`config.mk`:
```
export PLATFORM = sky130hd
export DESIGN_NAME = lpwc_wake_ctrl
export DESIGN_NICKNAME = d
export VERILOG_FILES = /design/src/rtl/lpwc_pkg.sv /design/src/rtl/lpwc_wake_ctrl.sv
export SDC_FILE = /design/constraint.sdc
export NUM_CORES = 1
export LEC_CHECK = 0
export BUFFER_PORTS_ARGS = -buffer_cell sky130_fd_sc_hd__buf_2
export CORE_ASPECT_RATIO = 1.5
export CORE_UTILIZATION = 51
export DETAILED_ROUTE_END_ITERATION = 6
export PLACE_DENSITY = 0.85
export RECOVER_POWER = 100
export REMOVE_ABC_BUFFERS = 1
export SYNTH_ARGS = -nofsm -noshare
export SYNTH_HDL_FRONTEND = slang
export SYNTH_SLANG_ARGS = --single-unit
```
`constraint.sdc`:
```
create_clock -name core_clk -period 2.9 [get_ports core_clk]
set_input_delay 0.435 -clock core_clk [delete_from_list [all_inputs] [get_ports core_clk]]
set_output_delay 0.435 -clock core_clk [all_outputs]
set_load 0.005 [all_outputs]
```
`src/rtl/lpwc_pkg.sv`:
```
// Constants, vectors and types shared by the low-power wake controller.
package lpwc_pkg;

  // Recovery delays in crystal clock cycles.
  localparam int unsigned FULL_RECOVERY_CYC  = 4096;
  localparam int unsigned SHORT_RECOVERY_CYC = 32;
  localparam logic [11:0] FULL_TERM          = 12'(FULL_RECOVERY_CYC - 1);
  localparam logic [11:0] SHORT_TERM         = 12'(SHORT_RECOVERY_CYC - 1);
  localparam logic [11:0] CNT_RESET          = 12'h000;

  // Vector addresses, high byte of each pair.
  localparam logic [15:0] VEC_RESET    = 16'hfffe;
  localparam logic [15:0] VEC_BREAK    = 16'hfffc;
  localparam logic [15:0] VEC_IRQ      = 16'hfffa;
  localparam logic [15:0] VEC_CLKGEN   = 16'hfff8;
  localparam logic [15:0] VEC_T1_CH0   = 16'hfff6;
  localparam logic [15:0] VEC_T1_CH1   = 16'hfff4;
  localparam logic [15:0] VEC_T1_OVF   = 16'hfff2;
  localparam logic [15:0] VEC_T2_CH0   = 16'hfff0;
  localparam logic [15:0] VEC_T2_CH1   = 16'hffee;
  localparam logic [15:0] VEC_T2_OVF   = 16'hffec;
  localparam logic [15:0] VEC_SPI_RX   = 16'hffea;
  localparam logic [15:0] VEC_SPI_TX   = 16'hffe8;
  localparam logic [15:0] VEC_SER_ERR  = 16'hffe6;
  localparam logic [15:0] VEC_SER_RX   = 16'hffe4;
  localparam logic [15:0] VEC_SER_TX   = 16'hffe2;
  localparam logic [15:0] VEC_KEYPAD   = 16'hffe0;
  localparam logic [15:0] VEC_ADC      = 16'hffde;
  localparam logic [15:0] VEC_TIMEBASE = 16'hffdc;
  localparam logic [15:0] VEC_CAN_WAKE = 16'hffda;
  localparam logic [15:0] VEC_CAN_ERR  = 16'hffd8;
  localparam logic [15:0] VEC_CAN_RX   = 16'hffd6;
  localparam logic [15:0] VEC_CAN_TX   = 16'hffd4;
  localparam logic [15:0] VEC_NONE     = 16'h0000;

  typedef enum logic [1:0] {
    LPWC_RUN,
    LPWC_WAIT,
    LPWC_STOP,
    LPWC_RECOVER
  } lpwc_mode_e;

  // Enabled interrupt requests from the peripherals, one bit each.
  typedef struct packed {
    logic clkgen;
    logic t1_ch0;
    logic t1_ch1;
    logic t1_ovf;
    logic t2_ch0;
    logic t2_ch1;
    logic t2_ovf;
    logic spi_rx;
    logic spi_tx;
    logic ser_err;
    logic ser_rx;
    logic ser_tx;
    logic keypad;
    logic adc;
    logic timebase;
    logic can_wake;
    logic can_err;
    logic can_rx;
    logic can_tx;
  } lpwc_irq_s;

  // Run and register-access enables handed to the peripherals.
  typedef struct packed {
    logic can_run;
    logic can_regs;
    logic ser_run;
    logic spi_run;
    logic tb_run;
    logic tb_regs;
    logic tim_run;
  } lpwc_gate_s;

endpackage : lpwc_pkg

```
`src/rtl/lpwc_wake_ctrl.sv`:
```
// Low-power mode sequencer: peripheral gating, wake vectors and stop recovery.
`timescale 1ns/1ps
module lpwc_wake_ctrl (
  input  wire logic               core_clk,
  input  wire logic               rst,
  input  wire logic               wait_exec,
  input  wire logic               stop_exec,
  input  wire logic               short_stop_recovery_bit,
  input  wire logic               osc_run_in_stop_bit,
  input  wire logic               lvm_enable,
  input  wire logic               lvm_reset_enable,
  input  wire logic               lvm_trip,
  input  wire logic               reset_pin_n,
  input  wire logic               watchdog_timeout,
  input  wire logic               irq_pin_n,
  input  wire logic               keypad_pin_n,
  input  wire logic               emulation_mode,
  input  wire logic               break_req,
  input  wire lpwc_pkg::lpwc_irq_s irq_req,
  input  wire logic               can_bus_activity,
  input  wire logic               can_synced,
  input  wire logic               can_busy,
  input  wire logic               ser_busy,
  output lpwc_pkg::lpwc_mode_e    mode_r,
  output lpwc_pkg::lpwc_gate_s    gate_r,
  output logic                    cpu_clk_en_r,
  output logic                    bus_clk_en_r,
  output logic                    lvm_active_r,
  output logic                    chip_reset_r,
  output logic                    spi_reset_r,
  output logic                    can_rx_block_r,
  output logic                    can_frame_lost_r,
  output logic                    ser_char_lost_r,
  output logic [15:0]             vector_r,
  output logic                    vector_load_r
);

  lpwc_pkg::lpwc_mode_e mode_nxt;
  lpwc_pkg::lpwc_gate_s gate_nxt;
  logic [11:0]          rec_cnt_r;
  logic [11:0]          term_r;
  logic [15:0]          pend_vec_r;
  logic                 irq_pin_n_r;
  logic                 keypad_pin_n_r;
  logic                 irq_fall;
  logic                 keypad_fall;
  logic                 lvm_reset;
  logic                 reset_evt;
  logic                 wait_irq;
  logic                 stop_wake;
  logic                 tb_stop_wake;
  logic                 rec_done;

  // Highest vector address wins, matching the interrupt priority order.
  function automatic logic [15:0] lpwc_pick_vec(input lpwc_pkg::lpwc_irq_s r, input logic brk, input logic pin);
    logic [15:0] v;
    v = lpwc_pkg::VEC_NONE;
    if (brk)                v = lpwc_pkg::VEC_BREAK;
    else if (pin)           v = lpwc_pkg::VEC_IRQ;
    else if (r.clkgen)      v = lpwc_pkg::VEC_CLKGEN;
    else if (r.t1_ch0)      v = lpwc_pkg::VEC_T1_CH0;
    else if (r.t1_ch1)      v = lpwc_pkg::VEC_T1_CH1;
    else if (r.t1_ovf)      v = lpwc_pkg::VEC_T1_OVF;
    else if (r.t2_ch0)      v = lpwc_pkg::VEC_T2_CH0;
    else if (r.t2_ch1)      v = lpwc_pkg::VEC_T2_CH1;
    else if (r.t2_ovf)      v = lpwc_pkg::VEC_T2_OVF;
    else if (r.spi_rx)      v = lpwc_pkg::VEC_SPI_RX;
    else if (r.spi_tx)      v = lpwc_pkg::VEC_SPI_TX;
    else if (r.ser_err)     v = lpwc_pkg::VEC_SER_ERR;
    else if (r.ser_rx)      v = lpwc_pkg::VEC_SER_RX;
    else if (r.ser_tx)      v = lpwc_pkg::VEC_SER_TX;
    else if (r.keypad)      v = lpwc_pkg::VEC_KEYPAD;
    else if (r.adc)         v = lpwc_pkg::VEC_ADC;
    else if (r.timebase)    v = lpwc_pkg::VEC_TIMEBASE;
    else if (r.can_wake)    v = lpwc_pkg::VEC_CAN_WAKE;
    else if (r.can_err)     v = lpwc_pkg::VEC_CAN_ERR;
    else if (r.can_rx)      v = lpwc_pkg::VEC_CAN_RX;
    else if (r.can_tx)      v = lpwc_pkg::VEC_CAN_TX;
    return v;
  endfunction : lpwc_pick_vec

  // Falling edges on the interrupt pins; the previous level resets high (idle).
  always_ff @(posedge core_clk or posedge rst) begin
    if (rst) begin
      irq_pin_n_r    <= 1'b1;
      keypad_pin_n_r <= 1'b1;
    end else begin
      irq_pin_n_r    <= irq_pin_n;
      keypad_pin_n_r <= keypad_pin_n;
    end
  end

  // Wake causes. The watchdog clock is off in stop, so it only counts outside stop.
  always_comb begin
    irq_fall     = irq_pin_n_r & ~irq_pin_n;
    keypad_fall  = keypad_pin_n_r & ~keypad_pin_n;
    lvm_reset    = lvm_enable & lvm_reset_enable & lvm_trip;
    reset_evt    = ~reset_pin_n | lvm_reset | (watchdog_timeout & (mode_r != lpwc_pkg::LPWC_STOP));
    wait_irq     = (|irq_req) | irq_fall | (break_req & emulation_mode);
    tb_stop_wake = irq_req.timebase & osc_run_in_stop_bit;
    stop_wake    = reset_evt | irq_fall | keypad_fall | tb_stop_wake | can_bus_activity;
    rec_done     = rec_cnt_r == term_r;
  end

  // Mode sequencing; a reset cause always beats an interrupt.
  always_comb begin
    mode_nxt = mode_r;
    unique case (mode_r)
      lpwc_pkg::LPWC_RUN: begin
        if (wait_exec) mode_nxt = lpwc_pkg::LPWC_WAIT;
        else if (stop_exec) mode_nxt = lpwc_pkg::LPWC_STOP;
      end
      lpwc_pkg::LPWC_WAIT: begin
        if (reset_evt | wait_irq) mode_nxt = lpwc_pkg::LPWC_RUN;
      end
      lpwc_pkg::LPWC_STOP: begin
        if (stop_wake) mode_nxt = lpwc_pkg::LPWC_RECOVER;
      end
      lpwc_pkg::LPWC_RECOVER: begin
        if (rec_done) mode_nxt = lpwc_pkg::LPWC_RUN;
      end
    endcase
  end

  // Peripheral enables follow the next mode so they line up with mode_r.
  always_comb begin
    gate_nxt.can_run  = (mode_nxt == lpwc_pkg::LPWC_RUN) | (mode_nxt == lpwc_pkg::LPWC_WAIT);
    gate_nxt.can_regs = mode_nxt == lpwc_pkg::LPWC_RUN;
    gate_nxt.ser_run  = gate_nxt.can_run;
    gate_nxt.spi_run  = gate_nxt.can_run;
    gate_nxt.tim_run  = gate_nxt.can_run;
    gate_nxt.tb_run   = gate_nxt.can_run | ((mode_nxt == lpwc_pkg::LPWC_STOP) & osc_run_in_stop_bit);
    gate_nxt.tb_regs  = mode_nxt == lpwc_pkg::LPWC_RUN;
  end

  // Mode, gating and clock enables.
  always_ff @(posedge core_clk or posedge rst) begin
    if (rst) begin
      mode_r       <= lpwc_pkg::LPWC_RUN;
      gate_r       <= '1;
      cpu_clk_en_r <= 1'b1;
      bus_clk_en_r <= 1'b1;
      lvm_active_r <= 1'b0;
    end else begin
      mode_r       <= mode_nxt;
      gate_r       <= gate_nxt;
      cpu_clk_en_r <= mode_nxt == lpwc_pkg::LPWC_RUN;
      bus_clk_en_r <= gate_nxt.tb_run;
      lvm_active_r <= lvm_enable;
    end
  end

  // Recovery counter restarts at each stop exit; the terminal is caught at that moment.
  always_ff @(posedge core_clk or posedge rst) begin
    if (rst) begin
      rec_cnt_r <= lpwc_pkg::CNT_RESET;
      term_r    <= lpwc_pkg::FULL_TERM;
    end else if (mode_r == lpwc_pkg::LPWC_STOP) begin
      rec_cnt_r <= lpwc_pkg::CNT_RESET;
      term_r    <= short_stop_recovery_bit ? lpwc_pkg::SHORT_TERM : lpwc_pkg::FULL_TERM;
    end else if (mode_r == lpwc_pkg::LPWC_RECOVER && !rec_done) begin
      rec_cnt_r <= rec_cnt_r + 12'h001;
    end
  end

  // Vector delivery. Wait exits load at once; stop exits hold the vector until clocks return.
  always_ff @(posedge core_clk or posedge rst) begin
    if (rst) begin
      vector_r      <= lpwc_pkg::VEC_NONE;
      vector_load_r <= 1'b0;
      pend_vec_r    <= lpwc_pkg::VEC_NONE;
    end else begin
      vector_load_r <= 1'b0;
      if (mode_r == lpwc_pkg::LPWC_WAIT && (reset_evt | wait_irq)) begin
        vector_r      <= reset_evt ? lpwc_pkg::VEC_RESET
                                   : lpwc_pick_vec(irq_req, break_req & emulation_mode, irq_fall);
        vector_load_r <= 1'b1;
      end
      if (mode_r == lpwc_pkg::LPWC_STOP && stop_wake) begin
        if (reset_evt)          pend_vec_r <= lpwc_pkg::VEC_RESET;
        else if (irq_fall)      pend_vec_r <= lpwc_pkg::VEC_IRQ;
        else if (keypad_fall)   pend_vec_r <= lpwc_pkg::VEC_KEYPAD;
        else if (tb_stop_wake)  pend_vec_r <= lpwc_pkg::VEC_TIMEBASE;
        else                    pend_vec_r <= lpwc_pkg::VEC_CAN_WAKE;
      end
      if (mode_r == lpwc_pkg::LPWC_RECOVER && rec_done) begin
        vector_r      <= pend_vec_r;
        vector_load_r <= 1'b1;
      end
    end
  end

  // Resets, lost-transfer flags and the CAN receive block.
  always_ff @(posedge core_clk or posedge rst) begin
    if (rst) begin
      chip_reset_r     <= 1'b0;
      spi_reset_r      <= 1'b0;
      can_rx_block_r   <= 1'b0;
      can_frame_lost_r <= 1'b0;
      ser_char_lost_r  <= 1'b0;
    end else begin
      chip_reset_r     <= reset_evt;
      spi_reset_r      <= (mode_r == lpwc_pkg::LPWC_STOP) & reset_evt;
      can_frame_lost_r <= (mode_nxt == lpwc_pkg::LPWC_STOP) & (mode_r == lpwc_pkg::LPWC_RUN) & can_busy;
      ser_char_lost_r  <= (mode_nxt == lpwc_pkg::LPWC_STOP) & (mode_r == lpwc_pkg::LPWC_RUN) & ser_busy;
      // Data is ignored until the oscillator is back and the bus is resynchronised.
      if (mode_r == lpwc_pkg::LPWC_STOP && can_bus_activity) can_rx_block_r <= 1'b1;
      else if (mode_r == lpwc_pkg::LPWC_RUN && can_synced)   can_rx_block_r <= 1'b0;
    end
  end

  // Checks on the sequencer outputs.
  a_lvm_wait_reset: assert property (@(posedge core_clk) disable iff (rst)
    (mode_r == lpwc_pkg::LPWC_WAIT && lvm_enable && lvm_reset_enable && lvm_trip)
      |=> chip_reset_r && vector_r == lpwc_pkg::VEC_RESET)
    else $error("voltage reset did not end wait");
  a_can_wait_regs: assert property (@(posedge core_clk) disable iff (rst)
    mode_r == lpwc_pkg::LPWC_WAIT |-> gate_r.can_run && !gate_r.can_regs && !gate_r.tb_regs)
    else $error("wait gating wrong");
  a_stop_halts: assert property (@(posedge core_clk) disable iff (rst)
    mode_r == lpwc_pkg::LPWC_STOP |-> !gate_r.can_run && !gate_r.ser_run && !gate_r.spi_run && !gate_r.tim_run)
    else $error("peripheral running in stop");
  a_ser_wait_wake: assert property (@(posedge core_clk) disable iff (rst)
    (mode_r == lpwc_pkg::LPWC_WAIT && irq_req.ser_rx && !reset_evt && !irq_fall && !break_req && !irq_req.clkgen)
      |=> mode_r == lpwc_pkg::LPWC_RUN && vector_load_r && vector_r >= lpwc_pkg::VEC_SER_RX)
    else $error("serial wake lost");
  a_spi_stop_reset: assert property (@(posedge core_clk) disable iff (rst)
    (mode_r == lpwc_pkg::LPWC_STOP && reset_evt) |=> spi_reset_r ##1 !spi_reset_r)
    else $error("SPI not reset on reset exit");
  a_tb_stop_osc: assert property (@(posedge core_clk) disable iff (rst)
    mode_r == lpwc_pkg::LPWC_STOP |-> gate_r.tb_run == $past(osc_run_in_stop_bit) && !gate_r.tb_regs)
    else $error("timebase gating in stop wrong");
  a_wdog_vector: assert property (@(posedge core_clk) disable iff (rst)
    (mode_r == lpwc_pkg::LPWC_WAIT && watchdog_timeout) |=> vector_load_r && vector_r == lpwc_pkg::VEC_RESET)
    else $error("watchdog vector wrong");
  a_rec_clk_off: assert property (@(posedge core_clk) disable iff (rst)
    mode_r == lpwc_pkg::LPWC_RECOVER |-> !bus_clk_en_r && !cpu_clk_en_r)
    else $error("clocks on during recovery");
  a_rec_term: assert property (@(posedge core_clk) disable iff (rst)
    (mode_r == lpwc_pkg::LPWC_RECOVER && $past(mode_r) == lpwc_pkg::LPWC_STOP)
      |-> term_r == ($past(short_stop_recovery_bit) ? 12'h01f : 12'hfff) && rec_cnt_r == 12'h000)
    else $error("recovery terminal wrong");
  a_rec_release: assert property (@(posedge core_clk) disable iff (rst)
    (mode_r == lpwc_pkg::LPWC_RECOVER && rec_done) |=> mode_r == lpwc_pkg::LPWC_RUN && bus_clk_en_r && vector_load_r)
    else $error("recovery release late");

  // Checks on wake sources, vector choice, gating and the lost-transfer pulses.
  a_lvm_active: assert property (@(posedge core_clk) disable iff (rst)
    lvm_enable |=> lvm_active_r)
    else $error("monitor not active");
  a_lvm_stop_exit: assert property (@(posedge core_clk) disable iff (rst)
    (mode_r == lpwc_pkg::LPWC_STOP && lvm_reset)
      |=> chip_reset_r && mode_r == lpwc_pkg::LPWC_RECOVER)
    else $error("voltage reset did not end stop");
  a_can_lost: assert property (@(posedge core_clk) disable iff (rst)
    (mode_r == lpwc_pkg::LPWC_RUN && stop_exec && !wait_exec && can_busy)
      |=> mode_r == lpwc_pkg::LPWC_STOP && can_frame_lost_r)
    else $error("frame loss not flagged");
  a_ser_lost: assert property (@(posedge core_clk) disable iff (rst)
    (mode_r == lpwc_pkg::LPWC_RUN && stop_exec && !wait_exec && ser_busy)
      |=> mode_r == lpwc_pkg::LPWC_STOP && ser_char_lost_r)
    else $error("character loss not flagged");
  a_wait_runs: assert property (@(posedge core_clk) disable iff (rst)
    mode_r == lpwc_pkg::LPWC_WAIT |-> gate_r.ser_run && gate_r.spi_run && gate_r.tim_run && !cpu_clk_en_r)
    else $error("peripheral halted in wait");
  a_tb_wait: assert property (@(posedge core_clk) disable iff (rst)
    mode_r == lpwc_pkg::LPWC_WAIT |-> gate_r.tb_run && bus_clk_en_r && !gate_r.tb_regs)
    else $error("timebase gating in wait wrong");
  a_tb_stop_wake: assert property (@(posedge core_clk) disable iff (rst)
    (mode_r == lpwc_pkg::LPWC_STOP && osc_run_in_stop_bit && irq_req.timebase
      && !reset_evt && !irq_fall && !keypad_fall)
      |=> mode_r == lpwc_pkg::LPWC_RECOVER && pend_vec_r == lpwc_pkg::VEC_TIMEBASE)
    else $error("timebase wake lost");
  a_rec_halt: assert property (@(posedge core_clk) disable iff (rst)
    mode_r == lpwc_pkg::LPWC_RECOVER |-> !gate_r.tim_run && !gate_r.spi_run && !gate_r.ser_run && !gate_r.can_run)
    else $error("peripheral running in recovery");
  a_stop_refuse: assert property (@(posedge core_clk) disable iff (rst)
    (mode_r == lpwc_pkg::LPWC_STOP && !reset_evt && !irq_fall && !keypad_fall && !can_bus_activity
      && !(irq_req.timebase && osc_run_in_stop_bit)) |=> mode_r == lpwc_pkg::LPWC_STOP)
    else $error("stop left without a wake event");
  a_keypad_stop_vec: assert property (@(posedge core_clk) disable iff (rst)
    (mode_r == lpwc_pkg::LPWC_STOP && keypad_fall && !reset_evt && !irq_fall)
      |=> pend_vec_r == lpwc_pkg::VEC_KEYPAD)
    else $error("keypad stop vector wrong");
  a_can_rx_set: assert property (@(posedge core_clk) disable iff (rst)
    (mode_r == lpwc_pkg::LPWC_STOP && can_bus_activity) |=> can_rx_block_r && mode_r == lpwc_pkg::LPWC_RECOVER)
    else $error("bus wake did not block receive");
  a_can_rx_hold: assert property (@(posedge core_clk) disable iff (rst)
    (can_rx_block_r && !(mode_r == lpwc_pkg::LPWC_RUN && can_synced)) |=> can_rx_block_r)
    else $error("receive opened before resync");
  // The step is checked every cycle, so a stuck count shows at once rather than only at release.
  a_rec_count: assert property (@(posedge core_clk) disable iff (rst)
    (mode_r == lpwc_pkg::LPWC_RECOVER && !rec_done)
      |=> mode_r == lpwc_pkg::LPWC_RECOVER && rec_cnt_r == $past(rec_cnt_r) + 12'h001)
    else $error("recovery count step wrong");
  a_brk_vector: assert property (@(posedge core_clk) disable iff (rst)
    (mode_r == lpwc_pkg::LPWC_WAIT && break_req && emulation_mode && !reset_evt)
      |=> vector_load_r && vector_r == lpwc_pkg::VEC_BREAK)
    else $error("break vector wrong");
  a_pin_vector: assert property (@(posedge core_clk) disable iff (rst)
    (mode_r == lpwc_pkg::LPWC_WAIT && irq_fall && !reset_evt && !(break_req && emulation_mode))
      |=> vector_load_r && vector_r == lpwc_pkg::VEC_IRQ)
    else $error("pin vector wrong");
  a_wait_irq_wake: assert property (@(posedge core_clk) disable iff (rst)
    (mode_r == lpwc_pkg::LPWC_WAIT && (|irq_req)) |=> mode_r == lpwc_pkg::LPWC_RUN && vector_load_r)
    else $error("request did not end wait");

endmodule : lpwc_wake_ctrl

```
Yosys cells after proc, flatten, opt, wreduce, memory -nomap -nowiden
Index checks and enable logic that the tools add are counted.
Operators by class
  add/subtract/negate cells: 1
  multipliers: 0
  div/mod/pow operators: 0
  order comparisons: 0
  eq/ne operators: 7
  shift operators: 0
  multiplexer cells: 41
  bitwise logic cells: 26
  reduce and logical (&&, ||, !) cells: 13
Operator list (count)
  2-to-1 mux 16 bit: 24
  2-to-1 mux 12 bit: 3
  OR reduction 19 bit: 1
  2-to-1 mux 6 bit: 3
  adder 12 x 1 -> 12 bit (second input constant): 1
  bitwise AND 1 bit: 12
  equality test 12 bit: 1
  OR 1 bit: 11
  2-to-1 mux 2 bit: 5
  one-hot mux 2 bit (4 select lines): 1
  equality test 2 bit (second input constant): 3
  logical AND 1 bit: 6
  nonzero test 2 bit: 3
  equality test 2 x 1 -> 1 bit (second input constant): 2
  zero test 2 bit: 2
  2-to-1 mux 1 bit: 4
  2-to-1 mux 3 bit: 1
  NOT 1 bit: 3
  != test 2 bit (second input constant): 1
  zero test 1 bit: 1
Word-level totals
  bits in registers: 70
  latch bits: 0
  bits in writable memories: 0
  bits in read-only memories: 0
  input bits: 38
  output and inout port bits: 34
  word-level logic and storage cells: 105
  memories kept: 0

Depth between registers and ports, before layout
Gate-level depths: netlist of run 1.
  word-level depth: 24
  gate-level depth with buffers: 7
  gate-level depth less buffers: 6

Worst setup path after synthesis of run 1
OpenSTA, ideal clock, no wires.
  path kind: reg2reg
  from: register rec_cnt_r[0]
  to: register rec_cnt_r[7]
  setup time: 0.066 ns
  data arrival time: 2.088 ns
  data required time: 2.834 ns
  path slack: 0.746 ns
  cell stages (with the launch flop): 8
  buffers on the path: 1
  clock period less this slack: 2.154 ns
  path through: dfrtp_1 > ha_1 > and4_4 > and4b_1 > or4_1 > clkbuf_2 > or4_1 > nand2_1
Between the ends
  cells in the longest elaborated chain, start to end: 4
  elaborated cells between the ends (all ways): 7
  classes of those cells: add/sub: 1; eq/ne: 1; mux: 2; reduce/logical: 3
RTL lines
  from (decl): line lpwc_wake_ctrl.sv:40  | logic [11:0] rec_cnt_r;
  from (signal assigned): line lpwc_wake_ctrl.sv:156  | rec_cnt_r <= lpwc_pkg::CNT_RESET;
  from (signal assigned): line lpwc_wake_ctrl.sv:159  | rec_cnt_r <= lpwc_pkg::CNT_RESET;
  from (signal assigned): line lpwc_wake_ctrl.sv:162  | rec_cnt_r <= rec_cnt_r + 12'h001;
  branches (longest 4 deep; another with adder 12 x 1 -> 12 bit)
Parallel ways; which one is timed is not known. The select of a mux whose other input is x is not followed.
A chain may end at the register's enable or synchronous reset.

Worst setup path after layout of run 1
  from: register rec_cnt_r[0]
  to: register vector_r[5]
Between the ends
  cells in the longest elaborated chain, start to end: 3
  elaborated cells between the ends (all ways): 4
  classes of those cells: eq/ne: 1; mux: 1; reduce/logical: 2
RTL lines
  equality test 12 bit (*): line lpwc_wake_ctrl.sv:102  | rec_done = rec_cnt_r == term_r;
  logical AND 1 bit (*): line lpwc_wake_ctrl.sv:186  | if (mode_r == lpwc_pkg::LPWC_RECOVER && rec_done) begin
  2-to-1 mux 16 bit / nonzero test 2 bit (equally long branches)
  to (signal assigned): line lpwc_wake_ctrl.sv:169  | vector_r <= lpwc_pkg::VEC_NONE;
  to (signal assigned): line lpwc_wake_ctrl.sv:175  | vector_r <= reset_evt ? lpwc_pkg::VEC_RESET
  to (signal assigned): line lpwc_wake_ctrl.sv:187  | vector_r <= pend_vec_r;
  to (decl): line lpwc_wake_ctrl.sv:34  | output logic [15:0] vector_r,
Mark *: on every way between the ends. The rest lies on a longest branch, timed or not.

==> qor.yml, run 1 <==
io_buffers: 70
max-cap-violations: 1
synth_cell_type_count: 53
clock.fmax_mhz: 421
grt_pass1_vias: 2017
slew_headroom: -0.361
synth_top_area_frac: 0.362
r2r_slack_ns: 0.52
hold_class: "in2reg"
finalSetupViolations: 0
grtUsageTotal: 0.254
cts_max_level: 2
rsz0062_at_grt: "no"
grt_max_degree: 39
cts_buffers: 5
cts_root_buf: "clkbuf_8"
postCtsHoldBufs: 0
ir_worst_vdd_mv: 0.437
hold_path.startpoint: "irq_pin_n"
power.leakage_uw: 0.00112
finish.utilization: 0.606
initial_core_util: 0.526
critical_path_class: "reg2reg"
gp_congestion: 0.891
dr.pass1.iters: 4
cts_tree: "done"
min_to: "irq_pin_n_r"
ioPinCount: 72
drive_gt1_frac: 0.202
dp.final_hpwl_um: 4120
critPathMaxFanout: 6
status: "finished, violations left"
layout_commonest_cell: "buf_2"
die_h_um: 82.7
post_cts_buffers: 0
nets: 345
path_clk_slew_ns: 0.08
power.density_nw_per_um2: 658
syn_area_sq_um: 2210
synth_ff_type: "dfrtp_1"
core_area_sq_um: 4210
cts_buffer_depth: 2
ys_ff_latch: 38
total_power_uw: 1680
grt_antenna_before_repair: 0
fin_crit_ns: 2.38
finalCritPeriodShare: 0.819
yosysSeqAreaShare: 0.433
grt-ovfl-total: 0
finalHoldViolCount: 0
num_rows: 29
reg2reg_from: "rec_cnt_r[0]"
die_area_sq_um: 4610
dr.first_iter.drc_count: 60
place_area_sq_um: 2490
async_flop_share: 1.00
syn_to_final_growth_pct: 15.3
finalNonFillerCells: 353
dp_cells: 345
crit_path_start_kind: "flip-flop"
fin_setup_tns_ns: 0
grt_pass1_wl_um: 8980
endpoint_kind: "flip-flop"
antenna_left: 0
clock-sinks: 38
worst_pin_slew_ns: 2.04
synth.avg_cell_area_sq_um: 8.89
stdcell_area_sq_um: 2550
vias_per_cell: 6.04
synthTopCellsByArea: "dfrtp_1 36%, dfstp_2 7.1%, buf_4 5.4%"
crit_required_ns: 3.07
cts_resized: 0
final_cell_mix: "46 x buf_2, 32 x dfrtp_1, 29 x clkbuf_1"
n_antenna_cell: 0
synth_edf_count: 0
synthCells: 249
rr_worst_depth: 6
finalWirelength_um: 5420
yosys.area.top_type: "dfrtp_1"
die_x_um: 55.8
drv_slew: 39
drc: 0
arrival_ns: 2.55
reg2reg_to: "vector_r[5]"
vias: 2133
hold_path_depth: 1
clock_latency_ns: 0.29
fin_worst_skew_ns: 0.00907
ys_warn_count: 0
violations: "capacitance limit, slew limit"
wire_per_inst_um: 15.3
layout make-up:
class	count	area [sq um]
Inverter	17	63.8
Multi-Input combinational cell	171	1030
Tap cell	46	57.6
Sequential cell	38	958
Fill cell	379	1660
Clock inverter	1	30.0
Clock buffer	7	76.3
Timing Repair Buffer	73	332
cell usage after synthesis (5+ instances only):
library cell   n
dfstp_2        6
or4_1          5
nand2_1       22
buf_4         16
o21ai_0       18
inv_1         17
or3_1          5
dfrtp_1       32
nand3_1        9
a21oi_1       19
nor4_1         8
nor2_1        16
o211ai_1      10
critical path, stage by stage, from the launching register on:
cell and delay, ns:
dfrtp_1 0.40, ha_1 0.25, nand4_1 0.13, or4_1 0.65, a21oi_1 0.44, or2b_1 0.27
o221a_1 0.11
kinds of logic (layout without fill, tap and decap cells):
kind of cell | after synthesis | after routing | share of synthesized area
adder cells (fa/ha/maj) | 1 | 1 | 0.00565
flip-flops | 38 | 38 | 0.433
buffers and inverters | 40 | 98 | 0.0967
AND/OR/NAND/NOR | 95 | 95 | 0.236
other | 1 | 1 | 0.00169
AO/OA/AOI/OAI | 73 | 73 | 0.223
XOR/XNOR | 1 | 1 | 0.00396
layer usage:
layer  up-vias  GRT usage  share of wire
met5         -          0              0
met4         0      0.178          0.050
met1      1009      0.266           0.36
li1       1002          -              -
met2        98      0.466           0.54
met3        24     0.0421          0.050
flip-flops by register name, summed over array words and instances (netlist names):
name and cells:
term_r 1, bus_clk_en_r 1, can_rx_block_r 1, spi_reset_r 1
gate_r 1, vector_load_r 1, can_frame_lost_r 1, irq_pin_n_r 1
vector_r 6, cpu_clk_en_r 1, keypad_pin_n_r 1, rec_cnt_r 12
chip_reset_r 1, lvm_active_r 1, ser_char_lost_r 1, mode_r 2
pend_vec_r 5
how the worst max path moves through the flow:
| stage | to | startpoint | slack, ns |
|---|---|---|---|
| floorplan | rec_cnt_r[7] | rec_cnt_r[0] | 0.77 |
| global placement | vector_r[5] | irq_req[11] | 0.61 |
| detailed placement | vector_r[5] | irq_req[14] | 0.55 |
| CTS | rec_cnt_r[9] | rec_cnt_r[0] | 0.63 |
| global route | can_frame_lost_r | rst | 0.36 |
| finish | vector_r[5] | rec_cnt_r[0] | 0.52 |
report_power, final:
part / internal [uW] / switching [uW]
clock: 257 / 184
sequential: 665 / 108
combinational: 202 / 264
total: 1130 / 556
metrics by stage:
step / hold WS [ns] / setup WS (ns)
3_3_place_gp: 0.455 / 0.606
3_5_place_dp: 0.474 / 0.548
2_1_floorplan: 0.435 / 0.765
5_1_grt: 0.234 / 0.359
4_1_cts: 0.247 / 0.626
6_report: 0.236 / 0.525
Power figures use the tool's default switching activity.
==> run 2, diff against run 1 <==
==> constraint.sdc (replaced) <==
create_clock -name core_clk -period 2.4 [get_ports core_clk]
set_input_delay 0.36 -clock core_clk [delete_from_list [all_inputs] [get_ports core_clk]]
set_output_delay 0.36 -clock core_clk [all_outputs]
set_load 0.005 [all_outputs]
==> run 2 against run 1 <==
The flow now finishes without violations. Final area is 2.5% higher. Non-clock buffer count is 4 higher. Clock-buffer cell count is 2 lower. Highest routed layer unchanged.
==> qor.yml, run 2 (synthesis results as in run 1) <==
cts_buffers: 5  # unchanged
m1WireLength_um: 2090  # +6.3%
layout_commonest_cell: "buf_2"
grt_pass1_vias: 2073  # +2.8%
nets: 349  # +1.2%
ioPinCount: 72  # unchanged
wire_per_inst_um: 15.7  # +2.1%
worst_pin_slew_ns: 0.935  # -1.11 ns
clock_latency_ns: 0.30  # about the same
gp_congestion: 0.908  # +2.0%
rsz0062_at_grt: "no"
crit_required_ns: 2.63  # -0.44 ns
grt_antenna_before_repair: 0  # unchanged
highest-signal-layer: "met4"
num_rows: 29  # unchanged
power.density_nw_per_um2: 836  # +27%
nFillCells: 366  # -3.4%
finalNonFillerCells: 357  # +1.1%
critical_path_class: "reg2reg"
wl_met3_um: 275  # +1.9%
largest_register: "rec_cnt_r"
path_clk_slew_ns: 0.08  # about the same
fin_worst_skew_ns: 0.00742  # -0.00164 ns
grt_pass1_wl_um: 8940  # -0.38%
finalSetupViolations: 0  # unchanged
grtUsageTotal: 0.252  # -0.00254
largest_reg_flops: 12  # unchanged
initial_core_util: 0.526  # unchanged
clock-sinks: 38  # unchanged
dr.pass1.iters: 4  # unchanged
finalHoldViolCount: 0  # unchanged
hold_class: "in2reg"
wl_met2_um: 3000  # +3.2%
cts_max_level: 2  # unchanged
multi_input_area_sq_um: 1040  # +0.36%
status: "finished clean"
grt_max_degree: 39  # unchanged
vias: 2147  # +0.66%
grt-ovfl-total: 0  # unchanged
dp_cells: 349  # +1.2%
drive_gt1_frac: 0.232  # +0.0296
fin_setup_tns_ns: 0  # unchanged
max-cap-violations: 0  # -1
ir_worst_vdd_mv: 0.597  # +37%
cts_buffer_depth: 2  # unchanged
vias_per_cell: 6.01  # -0.47%
finalCritPeriodShare: 0.936  # +0.117
die_x_um: 55.8  # unchanged
dp.final_hpwl_um: 4140  # +0.53%
antenna_left: 0  # unchanged
sequential_cell_area_sq_um: 958  # unchanged
finalWirelength_um: 5590  # +3.2%
dr.first_iter.drc_count: 89  # +48%
cts_tree: "done"
clock.fmax_mhz: 445  # +5.7%
rr_worst_depth: 6  # unchanged
crit_path_start_kind: "flip-flop"
critPathMaxFanout: 7  # +1
n_antenna_cell: 0  # unchanged
arrival_ns: 2.47  # -0.08 ns
hold_path_depth: 1  # unchanged
top_regs: "rec_cnt_r: 12 flops, vector_r: 6 flops, pend_vec_r: 5 flops"
die_h_um: 82.7  # unchanged
slew_headroom: 0.377  # +0.738
syn_to_final_growth_pct: 18.2
core_area_sq_um: 4210  # unchanged
die_area_sq_um: 4610  # unchanged
power.leakage_uw: 0.00116  # +3.5%
final_cell_mix: "50 x buf_2, 32 x dfrtp_1, 24 x clkbuf_1"
endpoint_kind: "flip-flop"
cts_root_buf: "clkbuf_8"
drv_slew: 0  # -100%
drc: 0  # unchanged
fin_crit_ns: 2.25  # -0.128 ns
io_buffers: 70  # unchanged
## run 2: layout make-up
cell class              instances  area share
clock buffers                   5      0.0263
clock inverters                 3      0.0263
flip-flops and latches         38       0.366
multi-input cells             171       0.397
repair buffers                 77       0.138
well taps                      46      0.0220
inverters                      17      0.0244
## run 2: final timing paths
| kind | slack (ns) | start | end |
|---|---|---|---|
| min in group asynchronous | 0.33 | rst | vector_r[14] |
| worst min-delay path | 0.15 | keypad_pin_n | keypad_pin_n_r |
| worst max register to register | 0.15 | rec_cnt_r[0] | rec_cnt_r[9] |
| worst max-delay path | 0.15 | rec_cnt_r[0] | rec_cnt_r[9] |
| max in group asynchronous | 1.48 | rst | lvm_active_r |
| worst min register to register | 0.47 | pend_vec_r[14] | pend_vec_r[14] |
## run 2: repair_timing
| action | CTS | global route |
|---|---|---|
| hold buffers | 0 | 0 |
| resized for setup | 0 | 1 |
| setup endpoints to repair | 0 | 1 |
| buffers inserted | 0 | 0 |
## run 2: report_power, final
| group | switching [uW] | leakage, uW | internal (uW) | total, uW |
|---|---|---|---|---|
| combinational | 340 | 0.000650 | 257 | 597 |
| sequential | 126 | 0.000441 | 803 | 929 |
| clock | 244 | 0.0000683 | 417 | 660 |
| total | 710 | 0.00116 | 1480 | 2190 |
## run 2: per-stage QoR
| stage | setup WS [ns] | power (uW) | area, sq um | util | hold slack [ns] |
|---|---|---|---|---|---|
| 2_1_floorplan | 0.265 | 1280 | 2060 | - | 0.364 |
| 4_1_cts | 0.131 | 2200 | 2660 | 0.632 | 0.163 |
| 3_5_place_dp | 0.0898 | 1540 | 2520 | 0.600 | 0.453 |
| 3_3_place_gp | 0.211 | 1520 | 2520 | 0.600 | 0.456 |
| 6_report | 0.153 | 2190 | 2620 | 0.622 | 0.146 |
| 5_1_grt | 0.0536 | 2300 | 2620 | 0.622 | 0.150 |
## run 2: per-layer routing
layer  global-route usage  up-vias
met4                0.148        0
met2                0.471       92
li1                     -     1017
met1                0.270     1018
met5                    0        -
met3               0.0358       20
## run 2: worst max-delay path, cell delays in order (launching register included)
cell	delay [ns]
dfrtp_1	0.42
ha_1	0.27
and4_1	0.26
and4b_1	0.20
or4_4	0.56
or3_1	0.34
a21oi_1	0.15
==> run 3, diff against run 2 <==
==> constraint.sdc (replaced) <==
create_clock -name core_clk -period 2.2 [get_ports core_clk]
set_input_delay 0.33 -clock core_clk [delete_from_list [all_inputs] [get_ports core_clk]]
set_output_delay 0.33 -clock core_clk [all_outputs]
set_load 0.005 [all_outputs]
==> run 3 against run 2 <==
Sequential cell count unchanged. Core utilization up 0.80 points. Clock power down 8.6%. Via count up 0.93%. Largest power group unchanged. Die area unchanged. Total power up 5.8%. Largest cell class unchanged. Critical path depth unchanged. Critical path type unchanged. Routed wire length up 1.3%.
==> qor.yml, run 3 (synthesis results as in run 1) <==
status: "finished clean"
grt_pass1_vias: 2037  # -1.7%
clock.fmax_mhz: 487  # +9.5%
grt_max_degree: 39  # unchanged
fin_crit_ns: 2.05  # -0.195 ns
power.density_nw_per_um2: 873  # +4.4%
largest_register: "rec_cnt_r"
grt-ovfl-total: 0  # unchanged
cp_slowest_cell: "or4_4"
finalWirelength_um: 5660  # +1.3%
power.leakage_uw: 0.00118  # +1.5%
crit_path_start_kind: "flip-flop"
critPathMaxFanout: 7  # unchanged
dr.first_iter.drc_count: 70  # -21%
die_h_um: 82.7  # unchanged
wire_per_inst_um: 15.6  # -0.11%
syn_to_final_growth_pct: 19.7
crit_start: "rec_cnt_r[0]"
dp.final_hpwl_um: 4280  # +3.2%
grtUsageTotal: 0.254  # +0.00246
dr.pass1.iters: 4  # unchanged
layout_commonest_cell: "buf_2"
hold_path.startpoint: "keypad_pin_n"
core_area_sq_um: 4210  # unchanged
reg2reg_from: "rec_cnt_r[0]"
rr_worst_depth: 6  # unchanged
finalHoldViolCount: 0  # unchanged
worst_pin_slew_ns: 0.932  # -0.00277 ns
nFillCells: 398  # +8.7%
top_regs: "rec_cnt_r: 12 flops, vector_r: 6 flops, pend_vec_r: 5 flops"
slew_headroom: 0.379  # +0.00185
clock_latency_ns: 0.30  # about the same
postCtsHoldBufs: 0  # unchanged
path_clk_slew_ns: 0.08  # about the same
finalSetupViolations: 0  # unchanged
drc: 0  # unchanged
clock-sinks: 38  # unchanged
finalNonFillerCells: 362  # +1.4%
drv_slew: 0  # unchanged
hold_slack_ns: 0.126  # -0.0203 ns
cts_root_buf: "clkbuf_8"
die_x_um: 55.8  # unchanged
r2r_slack_ns: 0.15  # about the same
hold_class: "in2reg"
cts_buffer_depth: 2  # unchanged
ir_worst_vdd_mv: 0.755  # +26%
num_rows: 29  # unchanged
sequential_cell_area_sq_um: 958  # unchanged
initial_core_util: 0.526  # unchanged
critical_path_class: "reg2reg"
ioPinCount: 72  # unchanged
cts_max_level: 2  # unchanged
endpoint_kind: "flip-flop"
n_antenna_cell: 0  # unchanged
max-cap-violations: 0  # unchanged
drive_gt1_frac: 0.266  # +0.0343
gp_congestion: 0.892  # -1.8%
crit_required_ns: 2.43  # -0.20 ns
vias: 2167  # +0.93%
grt_antenna_before_repair: 0  # unchanged
path_cells: "ha_1, and4_4, and4b_1, or4_4, or3_1, a21oi_2"
cts_tree: "done"
die_area_sq_um: 4610  # unchanged
grt_pass1_wl_um: 8910  # -0.39%
antenna_left: 0  # unchanged
nets: 354  # +1.4%
total_power_uw: 2310  # +5.8%
min_to: "keypad_pin_n_r"
vias_per_cell: 5.99  # -0.46%
cts_buffers: 5  # unchanged
dp_cells: 353  # +1.1%
slowest_delay_ns: 0.46  # -0.10 ns
fin_setup_tns_ns: 0  # unchanged
finalCritPeriodShare: 0.933  # -0.00363
rsz0062_at_grt: "no"
fin_worst_skew_ns: 0.00789  # +0.000463 ns
reg2reg_to: "rec_cnt_r[9]"
final_cell_mix: "52 x buf_2, 32 x dfrtp_1, 22 x nand2_1"
io_buffers: 70  # unchanged
largest_reg_flops: 12  # unchanged
multi_input_area_sq_um: 1050  # +1.3%
hold_path_depth: 1  # unchanged
arrival_ns: 2.29  # -0.18 ns
-- run 3: power breakdown --
group	internal (uW)	leakage, uW	switching (uW)
Sequential	876	0.000441	128
Combinational	319	0.000685	386
Clock	337	0.0000504	266
-- run 3: cell type report --
cell class / count / area share
Timing Repair Buffer: 82 / 0.153
Tap cell: 46 / 0.0217
Multi-Input combinational cell: 171 / 0.397
Clock buffer: 5 / 0.0260
Inverter: 17 / 0.0241
Sequential cell: 38 / 0.362
Clock inverter: 3 / 0.0170
-- run 3: critical path: cells and delay by family (launching register included) --
kind / cells / cell delay [ns]
AND/OR/NAND/NOR: 4 / 1.21
flip-flops: 1 / 0.40
adder cells (fa/ha/maj): 1 / 0.24
AO/OA/AOI/OAI: 1 / 0.14
-- run 3: timing repair --
action / in CTS / in global routing
endpoints found under the setup margin: 3 / 10
gates resized for setup: 1 / 3
buffers inserted: 0 / 1
pin swaps: 0 / 1
-- run 3: worst max-delay path by stage --
stage                               end  slack (ns)
final                      rec_cnt_r[9]        0.15
after global routing       rec_cnt_r[9]        0.06
after CTS                 rec_cnt_r[11]        0.06
after detailed placement   rec_cnt_r[9]        0.02
after global placement     rec_cnt_r[7]        0.08
after floorplan            rec_cnt_r[7]        0.07
-- run 3: routing by layer --
| metal | GRT usage | wire length [um] |
|---|---|---|
| met1 | 0.256 | 2120 |
| met2 | 0.463 | 3020 |
| met3 | 0.0405 | 238 |
| met4 | 0.213 | 281 |
| met5 | 0 | 0 |
-- run 3: metrics by stage --
stage	util	instance area [sq um]	worst slack, ns
finish	0.630	2650	0.148
global route	0.630	2650	0.0634
CTS	0.635	2670	0.0605
detailed placement	0.607	2550	0.0177
global placement	0.607	2550	0.0769
floorplan	-	2060	0.0655
